===== src/rtl/status_irq_regs.svh =====
`ifndef STATUS_IRQ_REGS_SVH
`define STATUS_IRQ_REGS_SVH
`define STS_NUM_SRC 8
`define STS_SRC_RST 8'h00
`define STS_IE_RST 8'h00
`define STS_MODE_MANUAL 2'h0
`define STS_MODE_SHORT_HOLD 2'h1
`define STS_MODE_AUTO 2'h2
`define STS_MODE_AUTO_HOLD 2'h3
`endif


===== src/rtl/status_irq_pkg.sv =====
package status_irq_pkg;
    typedef enum logic [1:0] {
        sel_manual = 2'b00,
        sel_short_hold = 2'b01,
        sel_auto = 2'b10,
        sel_auto_hold = 2'b11
    } sel_mode_t;

    // Source order: bits 3..0 inputs, 4 pll1, 5 pll2, 6 holdover, 7 ref
    typedef struct packed {
        logic ref_ok;
        logic not_hold;
        logic pll2_lock;
        logic pll1_lock;
        logic [3:0] input_ok;
    } src_vec_t;

    typedef struct packed {
        logic [7:0] sticky;
    } sticky_state_t;

    typedef struct packed {
        logic [7:0] sync1;
        logic [7:0] sync2;
        logic vco_s1;
        logic vco_s2;
        logic [1:0] sel_s1;
        logic [1:0] sel_s2;
        logic hold_s1;
        logic hold_s2;
        logic lock_out;
        logic irq_n;
    } top_state_t;
endpackage : status_irq_pkg


===== src/rtl/sticky_bank.sv =====
`timescale 1ns/1ps
`default_nettype none
`include "status_irq_regs.svh"
module sticky_bank
    import status_irq_pkg::*;
(
    input wire logic mclk,
    input wire logic rst,
    input wire logic [7:0] live_ok,
    input wire logic [7:0] clear_ones,
    input wire logic [7:0] irq_enable,
    output logic [7:0] sticky_ok,
    output logic irq_any
);
    sticky_state_t s_q;
    sticky_state_t s_d;

    // Sticky bits hold the fault (active-high, unlike the live bit); a set
    // beats a write-one clear in the same cycle.
    always_comb begin
        s_d = s_q;
        for (int i = 0; i < 8; i++) begin
            if (!live_ok[i]) begin
                s_d.sticky[i] = 1'b1;
            end else if (clear_ones[i]) begin
                s_d.sticky[i] = 1'b0;
            end
        end
    end

    always_ff @(posedge mclk or posedge rst) begin
        if (rst) begin
            s_q <= sticky_state_t'(`STS_SRC_RST);
        end else begin
            s_q <= s_d;
        end
    end

    assign sticky_ok = ~s_q.sticky;
    assign irq_any = |(s_q.sticky & irq_enable);
endmodule : sticky_bank
`default_nettype wire


===== src/rtl/status_interrupt_lock_report.sv =====
// Functional notes
// - Live status bits are read-only and show the present condition.
// - Sticky bits stay set until a one is written; zero leaves them.
// - Clear takes only once the condition is gone; else it sets again.
// - Each sticky bit is gated by its own enable; zero masks it.
// - Interrupt stays asserted while any enabled sticky bit is set.
// - Four inputs: one active, zero on signal loss; sticky and enable.
// - Both PLLs report locked one, loss of lock zero, sticky and enable.
// - Holdover reports one when not in holdover, with sticky and enable.
// - VCO calibration status is live only: one while still pending.
// - Lock output high only when both PLLs are locked, or the second alone when the first is dropped.
// - Lock-report mask drops first PLL from the lock output.
// - First PLL bypass also drops its lock from the lock output.
// - Manual and short holdover: reference status follows chosen input.
// - Automatic modes: zero if no input valid; auto-holdover mode is also zero while in holdover.
`timescale 1ns/1ps
`default_nettype none
`include "status_irq_regs.svh"
module status_interrupt_lock_report
    import status_irq_pkg::*;
(
    input wire logic mclk,
    input wire logic rst,
    input wire logic [3:0] signal_absent,
    input wire logic pll1_lock_raw,
    input wire logic pll2_lock_raw,
    input wire logic in_holdover,
    input wire logic vco_cal_done,
    input wire logic [1:0] active_input,
    input wire sel_mode_t sel_mode,
    input wire logic [1:0] input_select,
    input wire logic pll1_lock_report_mask,
    input wire logic pll1_bypass,
    input wire logic [7:0] sticky_clear,
    input wire logic [7:0] irq_enable,
    output logic [3:0] input_live_status,
    output logic [3:0] input_sticky_status,
    output logic pll1_locked_live,
    output logic pll1_locked_sticky,
    output logic pll2_locked_live,
    output logic pll2_locked_sticky,
    output logic not_holdover_live,
    output logic not_holdover_sticky,
    output logic vco_cal_pending,
    output logic [1:0] selected_input_code,
    output logic reference_valid_live,
    output logic reference_valid_sticky,
    output logic lock_out,
    output logic irq_out_n
);
    top_state_t s_q;
    top_state_t s_d;
    src_vec_t live;
    src_vec_t sticky;
    logic irq_any;
    logic ref_ok;
    logic pll1_counts;

    // Status arrives from the analog side, so every level is resynchronised
    always_comb begin
        s_d = s_q;
        s_d.sync1 = {2'b00, pll2_lock_raw, pll1_lock_raw, ~signal_absent};
        s_d.sync2 = s_q.sync1;
        s_d.vco_s1 = ~vco_cal_done;
        s_d.vco_s2 = s_q.vco_s1;
        s_d.sel_s1 = active_input;
        s_d.sel_s2 = s_q.sel_s1;
        s_d.hold_s1 = in_holdover;
        s_d.hold_s2 = s_q.hold_s1;
        // Bypass or mask removes the first PLL from the lock report
        pll1_counts = !pll1_lock_report_mask
            && !pll1_bypass;
        s_d.lock_out = s_q.sync2[5]
            && (s_q.sync2[4] || !pll1_counts);
        s_d.irq_n = !irq_any;
    end

    // Reference status depends on the selection mode
    always_comb begin
        case (sel_mode)
            sel_manual, sel_short_hold:
                ref_ok = s_q.sync2[input_select];
            sel_auto:
                ref_ok = |s_q.sync2[3:0];
            sel_auto_hold:
                ref_ok = |s_q.sync2[3:0] && !s_q.hold_s2;
            default:
                ref_ok = 1'b0;
        endcase
    end

    always_comb begin
        live.input_ok = s_q.sync2[3:0];
        live.pll1_lock = s_q.sync2[4];
        live.pll2_lock = s_q.sync2[5];
        live.not_hold = !s_q.hold_s2;
        live.ref_ok = ref_ok;
    end

    always_ff @(posedge mclk or posedge rst) begin
        if (rst) begin
            s_q <= '0;
            s_q.irq_n <= 1'b1;
        end else begin
            s_q <= s_d;
        end
    end

    sticky_bank u_sticky (
        .mclk(mclk),
        .rst(rst),
        .live_ok(live),
        .clear_ones(sticky_clear),
        .irq_enable(irq_enable),
        .sticky_ok(sticky),
        .irq_any(irq_any)
    );

    // Live bits carry no history; they follow the synchronised condition
    assign input_live_status = live.input_ok;
    assign input_sticky_status = sticky.input_ok;
    assign pll1_locked_live = live.pll1_lock;
    assign pll1_locked_sticky = sticky.pll1_lock;
    assign pll2_locked_live = live.pll2_lock;
    assign pll2_locked_sticky = sticky.pll2_lock;
    assign not_holdover_live = live.not_hold;
    assign not_holdover_sticky = sticky.not_hold;
    assign vco_cal_pending = s_q.vco_s2;
    assign selected_input_code = s_q.sel_s2;
    assign reference_valid_live = live.ref_ok;
    assign reference_valid_sticky = sticky.ref_ok;
    assign lock_out = s_q.lock_out;
    assign irq_out_n = s_q.irq_n;
endmodule : status_interrupt_lock_report
`default_nettype wire


===== config.mk =====
export PLATFORM = sky130hd
export DESIGN_NAME = status_interrupt_lock_report
export DESIGN_NICKNAME = d
export VERILOG_FILES = /design/src/rtl/status_irq_pkg.sv /design/src/rtl/sticky_bank.sv /design/src/rtl/status_interrupt_lock_report.sv
export VERILOG_INCLUDE_DIRS = /design/src /design/src/rtl
export SDC_FILE = /design/constraint.sdc
export NUM_CORES = 1
export LEC_CHECK = 0
export ABC_CLOCK_PERIOD_IN_PS = 1000
export BUFFER_PORTS_ARGS = -buffer_cell sky130_fd_sc_hd__buf_2
export CAP_MARGIN = 0
export CORE_MARGIN = 2
export CORE_UTILIZATION = 38
export DETAILED_ROUTE_END_ITERATION = 16
export GPL_TIMING_DRIVEN = 0
export PLACE_DENSITY = 0.73
export SLEW_MARGIN = 20
export SYNTH_ARGS = -nofsm -noshare
export SYNTH_HDL_FRONTEND = slang
export SYNTH_HIERARCHICAL = 1
export SYNTH_SLANG_ARGS = --single-unit

===== constraint.sdc =====
create_clock -name mclk -period 1 [get_ports mclk]
set_clock_uncertainty 0.05 [all_clocks]
set_input_delay 0.1 -clock mclk [delete_from_list [all_inputs] [get_ports mclk]]
set_output_delay 0.1 -clock mclk [all_outputs]
set_load 0.05 [all_outputs]

---- Word level (Yosys, flattened, before mapping) ----
Index checks and enable logic that the tools add are counted.
word-level totals
  register bits after elaboration ......... 30
cells by class
  equal/unequal tests ..................... 10
  $lt $le $gt $ge ......................... 1
  mux-type cells .......................... 19
  bitwise logic cells ..................... 4
  reduce and logical (&&, ||, !) cells .... 14
operators with widths
  operator              count
  $mux W1               17
  $ne A2 B2 Y1 const B  7
  $and A8 B8 Y8         1
  $not A8 Y8            1
  $reduce_or A8 Y1      1
  $logic_not A1 Y1      5
  $eq A2 B2 Y1 const B  2
  $lt A2 B4 Y1 const B  1
  $not A4 Y4            1
  $reduce_or A4 Y1      1
  $logic_and A1 B1 Y1   3
  $pmux W1 S3           1
  $bmux W1 S2           1
  $eq A2 B1 Y1 const B  1
  $logic_not A2 Y1      1
  $reduce_bool A2 Y1    1
  $reduce_or A2 Y1      1
  $logic_or A1 B1 Y1    1
  $not A1 Y1            1

---- Depth between registers and ports, before layout ----
  depth after elaboration ................. 5
  mapped depth ............................ 4

---- By module ----
Netlist, hierarchy kept.
by module, submodules not included
  module                        seq. area each (um^2)  area an instance (um^2)  times used  cells each
  status_interrupt_lock_report  551.8                  693.2                    1           44
  sticky_bank                   200.2                  310.3                    1           30

---- Least setup slack after synthesis ----
No wires, ideal clock.
  kind .................................... reg2reg
  start ................................... reg s_q, in the netlist input_live_status[0]
  end ..................................... reg u_sticky/s_q[7] in the netlist's numbering
  path slack .............................. -1.299 ns
  stages on the path, launching flop included .. 5
  arrival ................................. 2.036 ns
  clock period less this slack ............ 2.299 ns
  data required time ...................... 0.736 ns
  path through ............................ dfrtp_1 > nor2b_1 > a2111oi_2 > a311oi_1 > o21ai_0
on the way
  longest elaborated chain between the ends .. 4
  elaborated cells on any way between the ends .. 7
  classes of those cells .................. eq/ne: 1; mux: 4; reduce/logical: 2
RTL lines
  item                                                                  RTL line                                                                                                    RTL
  from (decl)                                                           status_interrupt_lock_report.sv:51                                                                          top_state_t s_q;
  $bmux W1 S2 or $reduce_or A4 Y1 (tied branches)                       status_interrupt_lock_report.sv:82, status_interrupt_lock_report.sv:84, status_interrupt_lock_report.sv:86
  $mux W1 (implied by the code) or $logic_and A1 B1 Y1 (tied branches)  status_interrupt_lock_report.sv:82, status_interrupt_lock_report.sv:86
  $pmux W1 S3 (*)                                                       status_interrupt_lock_report.sv:80                                                                          case (sel_mode)
  via reference_valid_live                                              status_interrupt_lock_report.sv:46                                                                          output logic reference_valid_live,
  $ne A2 B2 Y1 (no source line) or $mux W1 (tied branches)              -
  to (signal assigned)                                                  sticky_bank.sv:33                                                                                           s_q <= sticky_state_t'(`STS_SRC_RST);
  to (decl)                                                             sticky_bank.sv:15                                                                                           sticky_state_t s_q;
Mark *: on every way through the listed nets, which the timed path passes. The rest lies on a longest branch. The select of a mux whose other input is x is not followed.
A chain may end at the register's enable or synchronous reset.

---- Worst setup path after layout ----
  start ................................... reg s_q, in the netlist input_live_status[0]
  end ..................................... out reference_valid_live
on the way
  longest elaborated chain between the ends .. 3
  elaborated cells on any way between the ends .. 5
  classes of those cells .................. mux: 3; reduce/logical: 2
RTL lines
  item                                                                  RTL line
  $bmux W1 S2 or $reduce_or A4 Y1 (tied branches)                       status_interrupt_lock_report.sv:82, status_interrupt_lock_report.sv:84, status_interrupt_lock_report.sv:86
  $mux W1 (implied by the code) or $logic_and A1 B1 Y1 (tied branches)  status_interrupt_lock_report.sv:82, status_interrupt_lock_report.sv:86
  $pmux W1 S3 (*)                                                       status_interrupt_lock_report.sv:80
  to (decl)                                                             status_interrupt_lock_report.sv:46
Mark *: on every way between the ends. The rest lies on a longest branch, timed or not. The select of a mux whose other input is x is not followed.

==> reports/results.ini <==
[cts]
clk_pin_slew_ns = 0.09
numCtsBuffers = 5
clockRootBuffer = clkbuf_4
cts_max_level = 2
cts.sinks = 30
cts_tree = built
clock_latency_ns = 0.32
clk_path_buf_depth = 2

[sta]
tightestPinTransition_ns = 0.4773
setup_slack_ns = -0.6094
max_freq_mhz = 621.3
timing_hold_violations_final = 0
fin_crit_ns = 1.609
finalMaxSlewViolations = 0
setup_violations = 23
grt_setup_unrepaired = true
relSlewSlack_pct = 68.12
min_period_over_period_pct = 160.9

[route]
final_antenna_net_count = 0
finalWirelength_mm = 3.080
drt-wirelength-per-cell_um = 14.60
first_pass_iters = 4
dr_total_vias = 954
drcViolationCount = 0
drtIter0Drc = 7
vias_per_cell = 4.521

[layout]
drive_gt1_share_pct = 61.88
area_delta_synth_final_pct = 113.1
final_util_pct = 85.54
diodes = 0
final_common_cell = buf_2
fin_nets = 214
final_cell_mix = 33 x buf_2, 27 x dlygate4sd3_1, 24 x dfrtp_1, 19 x buf_6, 17 x buf_4

[setup_path]
path_max_fanout = 3
cp-start-kind = flip-flop
setup.worst_path.end_class = output pin
slowest_stage = dfrtp_2
critical_path_class = flip-flop to output pin
worst-endpoint-arrival_ns = 1.46
worstPathCellList = nor2b_4 > a2111oi_4 > a311oi_4 > buf_6
required_ns = 0.85
r2r.worst_path.cells = 5
slowest_delay_ns = 0.41

[global_route]
grt-ovfl-total = 0
grt_first_pass_wirelength_mm = 4.574
antenna_found_initial = 0
grt_start_max_net_pins = 23
grt_pass1_vias = 1036
gr-usage-all-layers_pct = 19.78

[placed_design]
port_buffers = 54
post-dp-hpwl_mm = 1.601
gp_congestion = 0.7394

[yosys]
syn_area_um2 = 1003
yosysWarnings = 6
synth_seq_area_share_pct = 74.94
syn_nets = 108
ys_types = 14
synth.avg_cell_area_um2 = 13.56
syn_inst = 74
ys_seq_elements = 30

[die]
start_util_pct = 40.14
die_h_um = 55.39
dieArea_um2 = 3068
core_um2 = 2500
io_pins = 55
fp.dieW_um = 55.39
num_rows = 18

[pwr]
finalPower_mw = 3.373
vdd_drop_max_v = 0.001965
cellLeakagePower_nw = 1.023
powerDensity_nw_per_um2 = 1577

[hold_path]
hold_path_depth = 4
hp-class = input port to flip-flop

[status]
status = complete, but fails checks
violations = setup timing

[flow_run]
max_cap_viol_count = 0

## worst max-delay path: cells and delay by family (launching register included)
kind | cells | cell delay (ns)
flops | 1 | 0.41
compound gates | 2 | 0.35
buf+inv | 1 | 0.20
simple gates | 1 | 0.18
## power breakdown
part,switching [mW],internal [mW]
combinational,0.385,0.380
sequential,0.0555,1.29
clock,0.421,0.847
## per-layer routing
metal	track usage, %	vias to the layer above	share of wire, %
met2	37.76	32	61
met3	5.386	8	4.3
li1	-	444	-
met4	9.408	0	1.9
met1	19.26	470	33
met5	0	-	0
## logic make-up after synthesis
| group | count (synthesis) | synth area share [%] |
|---|---|---|
| buffers and inverters | 24 | 11.22 |
| flip-flops | 30 | 74.94 |
| AND/OR/NAND/NOR | 3 | 1.746 |
| multiplexers | 1 | 0.9975 |
| AO/OA/AOI/OAI | 16 | 11.10 |
## synth_stat cells
cell type	instances	share of area [%]
a2111oi_2	1	1.5
dfrtp_1	29	72
a311oi_1	1	0.87
nand4_1	1	0.62
dfstp_2	1	2.6
buf_4	6	4.5
o41ai_1	1	0.87
nand3_1	1	0.50
a22oi_1	4	3.0
inv_1	18	6.7
o21ai_0	8	4.0
o31a_1	1	0.87
nor2b_1	1	0.62
mux2i_1	1	1.0
## stage by stage
stage	area, µm²	cells	hold slack (ns)	setup TNS [ns]	setup WS [ns]
floorplan	1056	74	-0.1343	-0.8118	-0.4987
global placement	1364	158	0.01488	-0.6709	-0.4167
detailed placement	1364	158	0.02848	-0.8051	-0.4840
CTS	2038	204	0.002655	-5.650	-0.5985
global route	2138	211	0.01752	-4.679	-0.6858
finish	2138	211	0.02308	-3.681	-0.6094
## final timing paths
kind,from,to,slack [ns]
worst max-delay path,input_live_status[0],reference_valid_live,-0.61
worst min-delay path,irq_enable[4],irq_out_n,0.02
worst max register to register,input_live_status[0],u_sticky/s_q[7],-0.29
worst min register to register,s_d[14],pll1_locked_live,0.30
max in group asynchronous,rst,irq_out_n,0.23
min in group asynchronous,rst,u_sticky/s_q[4],0.29
## cell type report
| type | count | area, µm² |
|---|---|---|
| clock buffers | 6 | 51.30 |
| well taps | 30 | 37.54 |
| inverters | 18 | 97.59 |
| multi-input cells | 20 | 221.5 |
| flip-flops and latches | 30 | 758.2 |
| clock inverters | 2 | 60.06 |
| plain buffers | 1 | 7.507 |
| fillers | 109 | 361.6 |
| repair buffers | 104 | 904.6 |
## repair_timing
item	in CTS	in global routing
gates cloned	0	0
setup endpoints to repair	22	46
setup buffers	15	10
hold buffers	26	1
gates resized for setup	62	16
pin swaps	2	4
endpoints found under the hold margin	49	1
## registers in the layout, indices dropped and copies added (netlist names)
register	count
input_live_status	4
u_sticky/s_q	8
vco_cal_pending	1
selected_input_code	2
s_d	10
lock_out	1
irq_out_n	1
pll2_locked_live	1
pll1_locked_live	1
s_q	1
No activity file was read; power rests on OpenSTA's default activity.
